### config.mk
export PLATFORM = sky130hd
export DESIGN_NAME = pefg_pin_setup
export DESIGN_NICKNAME = d
export VERILOG_FILES = /design/src/pefg_pkg.sv /design/src/pefg_pin_setup.sv
export VERILOG_INCLUDE_DIRS = /design/src /design/src/src
export SDC_FILE = /design/constraint.sdc
export NUM_CORES = 1
export LEC_CHECK = 0
export BUFFER_PORTS_ARGS = -buffer_cell sky130_fd_sc_hd__buf_2
export CAP_MARGIN = 20
export CORE_AREA = 8 8 225 227
export DETAILED_ROUTE_END_ITERATION = 6
export DIE_AREA = 0 0 233 235
export PLACE_DENSITY = 0.59
export SYNTH_ARGS = -nofsm -noshare
export SYNTH_HDL_FRONTEND = slang
export SYNTH_SLANG_ARGS = --single-unit
### constraint.sdc
create_clock -name clk_sys -period 0.87 [get_ports clk_sys]
set_input_delay 0.1305 -clock clk_sys [delete_from_list [all_inputs] [get_ports clk_sys]]
set_output_delay 0.1305 -clock clk_sys [all_outputs]
set_load 0.02 [all_outputs]
### src/pefg_defs.svh
// Constants for the port E/F/G pin function setup block
`ifndef PEFG_DEFS_SVH
`define PEFG_DEFS_SVH
`define PEFG_E_W 6
`define PEFG_F_W 8
`define PEFG_G_W 2
`define PEFG_E_DIR_RST 6'h0C
`define PEFG_E_FS1_RST 6'h30
`define PEFG_E_PU_RST 6'h20
`define PEFG_E_PD_RST 6'h10
`define PEFG_E_IE_RST 6'h30
`define PEFG_BOOT_PIN 3
`define PEFG_DBGCLK_PIN 4
`define PEFG_DBGDAT_PIN 5
`define PEFG_RXD_PIN 1
`define PEFG_CS_PIN 0
`define PEFG_SCK_PIN 0
`define PEFG_TMR_PIN 4
`define PEFG_IDLE_LEVEL 1'h0
`endif

### src/pefg_pkg.sv
// Types for the port E/F/G pin function setup block
`include "pefg_defs.svh"
package pefg_pkg;
  // Per-port settings held by software
  typedef struct packed {
    logic [7:0] data;
    logic [7:0] dir;
    logic [7:0] fs1;
    logic [7:0] fs2;
    logic [7:0] od;
    logic [7:0] pu;
    logic [7:0] pd;
    logic [7:0] sel;
    logic [7:0] ie;
  } pefg_cfg_t;
  // Pad-side drive for one port
  typedef struct packed {
    logic [7:0] out;
    logic [7:0] oe;
    logic [7:0] pu;
    logic [7:0] pd;
  } pefg_pad_t;
  typedef enum logic [1:0] {
    PEFG_RUN = 2'h1,
    PEFG_RST = 2'h2
  } pefg_state_t;
endpackage

### src/pefg_pin_setup.sv
// Pin function setup and pad control for ports E, F and G
`timescale 1ns/10ps
`include "pefg_defs.svh"
module pefg_pin_setup
  import pefg_pkg::*;
(
  // Clock and reset
  input wire logic clk_sys,
  input wire logic rst_b,
  // Settings written by software
  input wire pefg_cfg_t cfgE,
  input wire pefg_cfg_t cfgF,
  input wire pefg_cfg_t cfgG,
  input wire logic cfgWrE,
  input wire logic cfgWrF,
  input wire logic cfgWrG,
  // Pad inputs
  input wire logic [7:0] padInE,
  input wire logic [7:0] padInF,
  input wire logic [7:0] padInG,
  // Peripheral function outputs
  input wire logic csOut,
  input wire logic timer3Out,
  input wire logic [1:0] i2cDriveLow,
  input wire logic dbgDataOut,
  input wire logic dbgDataOe,
  // Pad drive
  output pefg_pad_t padE_ff,
  output pefg_pad_t padF_ff,
  output pefg_pad_t padG_ff,
  // Settings readback and input data
  output pefg_cfg_t setE_ff,
  output pefg_cfg_t setF_ff,
  output pefg_cfg_t setG_ff,
  output logic [7:0] inE_ff,
  output logic [7:0] inF_ff,
  output logic [7:0] inG_ff,
  // Peripheral function inputs
  output logic serial1Clock_ff,
  output logic serial1Receive_ff,
  output logic timer2Input_ff,
  output logic csIn_ff,
  output logic [1:0] i2cIn_ff,
  output logic dbgClk_ff,
  output logic dbgData_ff,
  // Boot mode: 1 single-chip, 0 single-boot
  output logic bootSingleChip_ff
);

  // ------------------------------------------------------------
  // Input synchronisers
  // ------------------------------------------------------------
  logic [7:0] metaE_ff, metaF_ff, metaG_ff;
  logic [7:0] syncE_ff, syncF_ff, syncG_ff;
  pefg_state_t state_ff;
  logic bootSeen_ff;

  always_ff @(posedge clk_sys) begin
    metaE_ff <= padInE;
    metaF_ff <= padInF;
    metaG_ff <= padInG;
    syncE_ff <= metaE_ff;
    syncF_ff <= metaF_ff;
    syncG_ff <= metaG_ff;
  end

  // ------------------------------------------------------------
  // Settings registers
  // ------------------------------------------------------------
  // Clear port F and G settings on reset; port E loads its reset values
  // Port E pins 2-3 direction set
  always_ff @(posedge clk_sys) begin
    if (!rst_b) begin
      setE_ff <= '0;
      setE_ff.dir <= {2'h0, `PEFG_E_DIR_RST};
      setE_ff.fs1 <= {2'h0, `PEFG_E_FS1_RST};
      setE_ff.pu <= {2'h0, `PEFG_E_PU_RST};
      setE_ff.pd <= {2'h0, `PEFG_E_PD_RST};
      setE_ff.ie <= {2'h0, `PEFG_E_IE_RST};
    end else if (cfgWrE) begin
      setE_ff <= cfgE;
    end
  end

  always_ff @(posedge clk_sys) begin
    if (!rst_b) begin
      setF_ff <= '0;
    end else if (cfgWrF) begin
      setF_ff <= cfgF;
    end
  end

  always_ff @(posedge clk_sys) begin
    if (!rst_b) begin
      setG_ff <= '0;
    end else if (cfgWrG) begin
      setG_ff <= cfgG;
    end
  end

  // ------------------------------------------------------------
  // Boot mode capture
  // ------------------------------------------------------------
  // Sample boot pin at release
  always_ff @(posedge clk_sys) begin
    if (!rst_b) begin
      state_ff <= PEFG_RST;
      bootSeen_ff <= 1'h0;
    end else begin
      case (state_ff)
        PEFG_RST: begin
          state_ff <= PEFG_RUN;
          bootSeen_ff <= 1'h1;
        end
        PEFG_RUN: begin
          state_ff <= PEFG_RUN;
        end
        default: begin
          state_ff <= PEFG_RUN;
        end
      endcase
    end
  end

  always_ff @(posedge clk_sys) begin
    if (!rst_b) begin
      bootSingleChip_ff <= 1'h1;
    end else if (state_ff == PEFG_RST && !bootSeen_ff) begin
      bootSingleChip_ff <= syncE_ff[`PEFG_BOOT_PIN];
    end
  end

  // ------------------------------------------------------------
  // Pad drive
  // ------------------------------------------------------------
  logic [7:0] outSelE, outSelF, outSelG;
  logic [7:0] oeF, oeG, oeE;

  always_comb begin
    outSelE = setE_ff.data;
    oeE = setE_ff.dir & ~setE_ff.ie;
    if (setE_ff.fs1[`PEFG_DBGDAT_PIN]) begin
      outSelE[`PEFG_DBGDAT_PIN] = dbgDataOut;
      oeE[`PEFG_DBGDAT_PIN] = dbgDataOe;
    end
    if (setE_ff.fs1[`PEFG_DBGCLK_PIN]) begin
      oeE[`PEFG_DBGCLK_PIN] = 1'h0;
    end
    outSelF = setF_ff.data;
    oeF = setF_ff.dir & ~setF_ff.ie;
    if (setF_ff.fs1[`PEFG_CS_PIN] && setF_ff.dir[`PEFG_CS_PIN]) begin
      outSelF[`PEFG_CS_PIN] = csOut;
    end
    if (setF_ff.fs1[`PEFG_TMR_PIN] && setF_ff.dir[`PEFG_TMR_PIN]
        && !setF_ff.ie[`PEFG_TMR_PIN]) begin
      outSelF[`PEFG_TMR_PIN] = timer3Out;
    end
    outSelG = setG_ff.data;
    oeG = setG_ff.dir & ~setG_ff.ie;
    for (int i = 0; i < `PEFG_G_W; i++) begin
      if (setG_ff.fs1[i] && setG_ff.dir[i]) begin
        outSelG[i] = 1'h0;
        oeG[i] = i2cDriveLow[i];
      end
    end
    // Open drain only drives low
    oeE = oeE & ~(setE_ff.od & outSelE);
    oeF = oeF & ~(setF_ff.od & outSelF);
    oeG = oeG & ~(setG_ff.od & outSelG);
  end

  // Boot pin pull-up forced in reset
  always_ff @(posedge clk_sys) begin
    if (!rst_b) begin
      padE_ff <= '0;
      padF_ff <= '0;
      padG_ff <= '0;
      padE_ff.pu[`PEFG_BOOT_PIN] <= 1'h1;
    end else begin
      padE_ff <= '{out: outSelE, oe: oeE, pu: setE_ff.pu, pd: setE_ff.pd};
      padF_ff <= '{out: outSelF, oe: oeF, pu: setF_ff.pu, pd: setF_ff.pd};
      padG_ff <= '{out: outSelG, oe: oeG, pu: setG_ff.pu, pd: setG_ff.pd};
    end
  end

  // ------------------------------------------------------------
  // Input paths
  // ------------------------------------------------------------
  logic [7:0] gateE, gateF, gateG;
  // Inputs with ie clear read as PEFG_IDLE_LEVEL
  always_comb begin
    gateE = (syncE_ff & setE_ff.ie) | ({8{`PEFG_IDLE_LEVEL}} & ~setE_ff.ie);
    gateF = (syncF_ff & setF_ff.ie) | ({8{`PEFG_IDLE_LEVEL}} & ~setF_ff.ie);
    gateG = (syncG_ff & setG_ff.ie) | ({8{`PEFG_IDLE_LEVEL}} & ~setG_ff.ie);
  end

  always_ff @(posedge clk_sys) begin
    if (!rst_b) begin
      inE_ff <= '0;
      inF_ff <= '0;
      inG_ff <= '0;
    end else begin
      inE_ff <= gateE;
      inF_ff <= gateF;
      inG_ff <= gateG;
    end
  end

  always_ff @(posedge clk_sys) begin
    if (!rst_b) begin
      serial1Clock_ff <= 1'h0;
      serial1Receive_ff <= 1'h0;
      timer2Input_ff <= 1'h0;
      csIn_ff <= 1'h0;
      i2cIn_ff <= 2'h0;
      dbgClk_ff <= 1'h0;
      dbgData_ff <= 1'h0;
    end else begin
      serial1Clock_ff <= setE_ff.fs1[`PEFG_SCK_PIN] & ~setE_ff.dir[`PEFG_SCK_PIN]
                         & gateE[`PEFG_SCK_PIN];
      serial1Receive_ff <= setE_ff.fs1[`PEFG_RXD_PIN] & ~setE_ff.dir[`PEFG_RXD_PIN]
                           & gateE[`PEFG_RXD_PIN];
      timer2Input_ff <= setE_ff.fs2[`PEFG_RXD_PIN] & ~setE_ff.dir[`PEFG_RXD_PIN]
                        & gateE[`PEFG_RXD_PIN];
      csIn_ff <= setF_ff.fs2[`PEFG_CS_PIN] & ~setF_ff.dir[`PEFG_CS_PIN]
                 & gateF[`PEFG_CS_PIN];
      i2cIn_ff <= setG_ff.fs1[1:0] & gateG[1:0];
      dbgClk_ff <= setE_ff.fs1[`PEFG_DBGCLK_PIN] & gateE[`PEFG_DBGCLK_PIN];
      dbgData_ff <= setE_ff.fs1[`PEFG_DBGDAT_PIN] & gateE[`PEFG_DBGDAT_PIN];
    end
  end

endmodule

==> results.md <==
- Pleak: 11.7 nW
- CP startpoint: setG_ff[65]
- R2R depth: 3
- Initial Utilization: 0.266
- Post-Syn Area per Cell: 11.6 µm²
- Clock network power share: 0.389
- DP Area: 16,500 µm²
- Hold Crit Class: primary input to register
- Layout cells sized above 1: 0.593
- Slew HR: 0.836
- Row cnt: 80
- Syn-to-layout area delta: 96.5%
- WP data arrival: 1.14 ns
- Power Density: 1830 nW/µm²
- R2r setup slk: -0.14 ns
- Max-slew violation count: 0
- Final worst-path cycle share: 1.46
- Die width: 233 µm
- Ys Warns: 0
- Final setup fails: 407
- 1st-iter DRT viols: 378
- Nets: 2,375
- Max_cap viols: 0
- RSZ-0062 raised after global routing: true
- First-pass GRT wire length: 78.9 mm
- Worst slew pin tran: 0.239 ns
- Hold slack: 0.0289 ns
- GRT Resource Usage Total: 0.184
- Die Height: 235 µm
- ANT nets after route: 0
- Net Sw Frac: 0.251
- Finished Cell Area: 24,600 µm²
- FF-to-FF Start: setF_ff[48]
- Outcome: finished with violations
- Largest net degree at the start of global routing: 51
- Clock latency on the worst-skew pair: 0.54 ns
- Placer congestion estimate: 0.805
- Crit path time final: 1.27 ns
- WL/cell: 19.6 µm
- Initial antenna violation count: 6
- Peak Freq: 790 MHz
- Synth top area share: 0.632
- GR Overflow Total: 0
- Reg-to-Reg End: padF_ff[16]
- Total number of vias: 12,063
- Main area contributors after synthesis: dfxtp_1 (63%), mux2i_1 (17%), nor2_1 (6.3%)
- P_sw: 0.0113 W
- Critical setup path kind: register to output port
- Htree depth: 2
- Netlist Area Pre-Place: 12,500 µm²
- Final worst setup slack: -0.396 ns
- Most common cell after layout, fill and taps aside: buf_6
- Most frequent cells in the layout: buf_6 (378), dfxtp_2 (296), dlygate4sd3_1 (250)
- P_int: 0.0338 W
- Crit path to: setG_ff[65]
- IO Count: 596
- CP Max Fanout: 2
- Die area: 54,800 µm²
- DR pass1 iterations: 4
- Area leader, netlist: dfxtp_1
- TritonCTS clock tree: yes
- Reg clk slew, reported paths: 0.06 ns
- Max rail drop VDD: 1.72 mV
- Flop pwr share: 0.441
- Syn Nets: 1,336
- DP Wirelength: 33.0 mm
- Final wirelength: 54.2 mm
- Root Driver: clkbuf_16
- Port Buffers: 595
- Core ar.: 47,100 µm²
- Sequential area share after synthesis: 0.632
- Final hold vios: 0
- Critical Path RT: 0.74 ns
- Vias in the first global route: 13,531
- Logic pwr share: 0.170
- Number of buffers on the longest clock path: 3
- Cts bufs inserted: 43
- Instance count of the mapped netlist: 1,085
- Final core occ: 0.522
- Crit. End Element: output port
- Violated checks: negative setup slack
- Clk_skew: 0.00949 ns
- Vias per Instance: 4.36
- Synth Register Bits: 396
- Clk sinks: 396
- Type of origin of the critical path: register
- Cell variety after synth: 26
- Drt drc: 0
[flip-flops by register name, summed over array words and instances (netlist names), 2 cells and up]
| register | flops |
|---|---|
| metaF_ff | 8 |
| inE_ff | 8 |
| padG_ff | 32 |
| setE_ff | 72 |
| syncF_ff | 8 |
| state_ff | 2 |
| inG_ff | 8 |
| inF_ff | 8 |
| setG_ff | 72 |
| syncE_ff | 8 |
| padE_ff | 32 |
| metaG_ff | 8 |
| padF_ff | 32 |
| i2cIn_ff | 2 |
| metaE_ff | 8 |
| syncG_ff | 8 |
| setF_ff | 72 |
[cells by family after synthesis]
family,Yosys count,synth area share
flops,396,0.632
simple gates,355,0.128
mux,220,0.176
buf+inv,83,0.0423
compound gates,31,0.0214
[final cells by class]
class | count | area, µm²
Inverter | 3 | 16.3
Fill cell | 3657 | 22500
Antenna cell | 5 | 12.5
Clock inverter | 8 | 73.8
Multi-Input combinational cell | 606 | 4250
Sequential cell | 396 | 8490
Clock buffer | 62 | 1270
Timing Repair Buffer | 1074 | 9750
Tap cell | 615 | 769
[power by group through the flow]
stage | combinational, W | clock (W) | sequential (W)
after global routing | 0.00805 | 0.0188 | 0.0199
after detailed placement | 0.00465 | 0 | 0.0201
final | 0.00766 | 0.0175 | 0.0199
after CTS | 0.00725 | 0.0179 | 0.0198
after floorplan | 0.00164 | 0 | 0.0209
after global placement | 0.00460 | 0 | 0.0201
[metrics by stage]
| stage | std cells | total power (W) | setup WS, ns | TNS [ns] |
|---|---|---|---|---|
| after global placement | 2278 | 0.0247 | -0.364 | -7.17 |
| after CTS | 2737 | 0.0450 | -0.443 | -115.37 |
| final | 2769 | 0.0451 | -0.396 | -94.95 |
| after detailed placement | 2278 | 0.0247 | -0.324 | -9.85 |
| after global routing | 2769 | 0.0468 | -0.452 | -113.99 |
| after floorplan | 1085 | 0.0225 | -0.0423 | -0.0423 |
[worst min path at each step]
stage               from          end  slack, ns  cells after the start
5_1_grt            rst_b  setE_ff[59]      0.006                      3
4_1_cts            rst_b  setF_ff[71]      0.006                      4
6_report           rst_b  setE_ff[59]       0.03                      3
3_3_place_gp   padInG[7]  metaG_ff[7]       0.23                      1
2_1_floorplan  padInE[0]  metaE_ff[0]       0.16                      0
3_5_place_dp   padInG[6]  metaG_ff[6]       0.23                      1
[routing by layer]
layer  vias to the layer above  global-route usage  wire length, µm
met4                         0              0.0997             2720
met1                      5699               0.184            19300
met3                       154              0.0616             4360
met2                       571               0.330            27800
li1                       5639                   -                -
met5                         -                   0                0
[worst max-delay path, cell delays in order (launching register included)]
cell     delay [ns]
dfxtp_4        0.36
buf_6          0.12
buf_6          0.12
[timing repair]
item,4_1_cts,5_1_grt
endpoints found under the setup margin,351,487
hold buffers,250,1
setup buffers,140,40
endpoints found under the hold margin,251,2
gates resized for setup,1090,58
pin swaps,4,21
[Yosys cell counts, drive strengths merged]
master,count
a2111oi,1
a211oi,21
a21oi,8
and2,70
and3,23
and3b,2
buf,69
clkbuf,11
dfxtp,396
inv,3
mux2,2
mux2i,218
nand2,36
nand2b,1
nand3,3
nand3b,2
nor2,212
nor2b,1
nor3,1
nor3b,4
o21ai,1
Power figures use the tool's default switching activity.
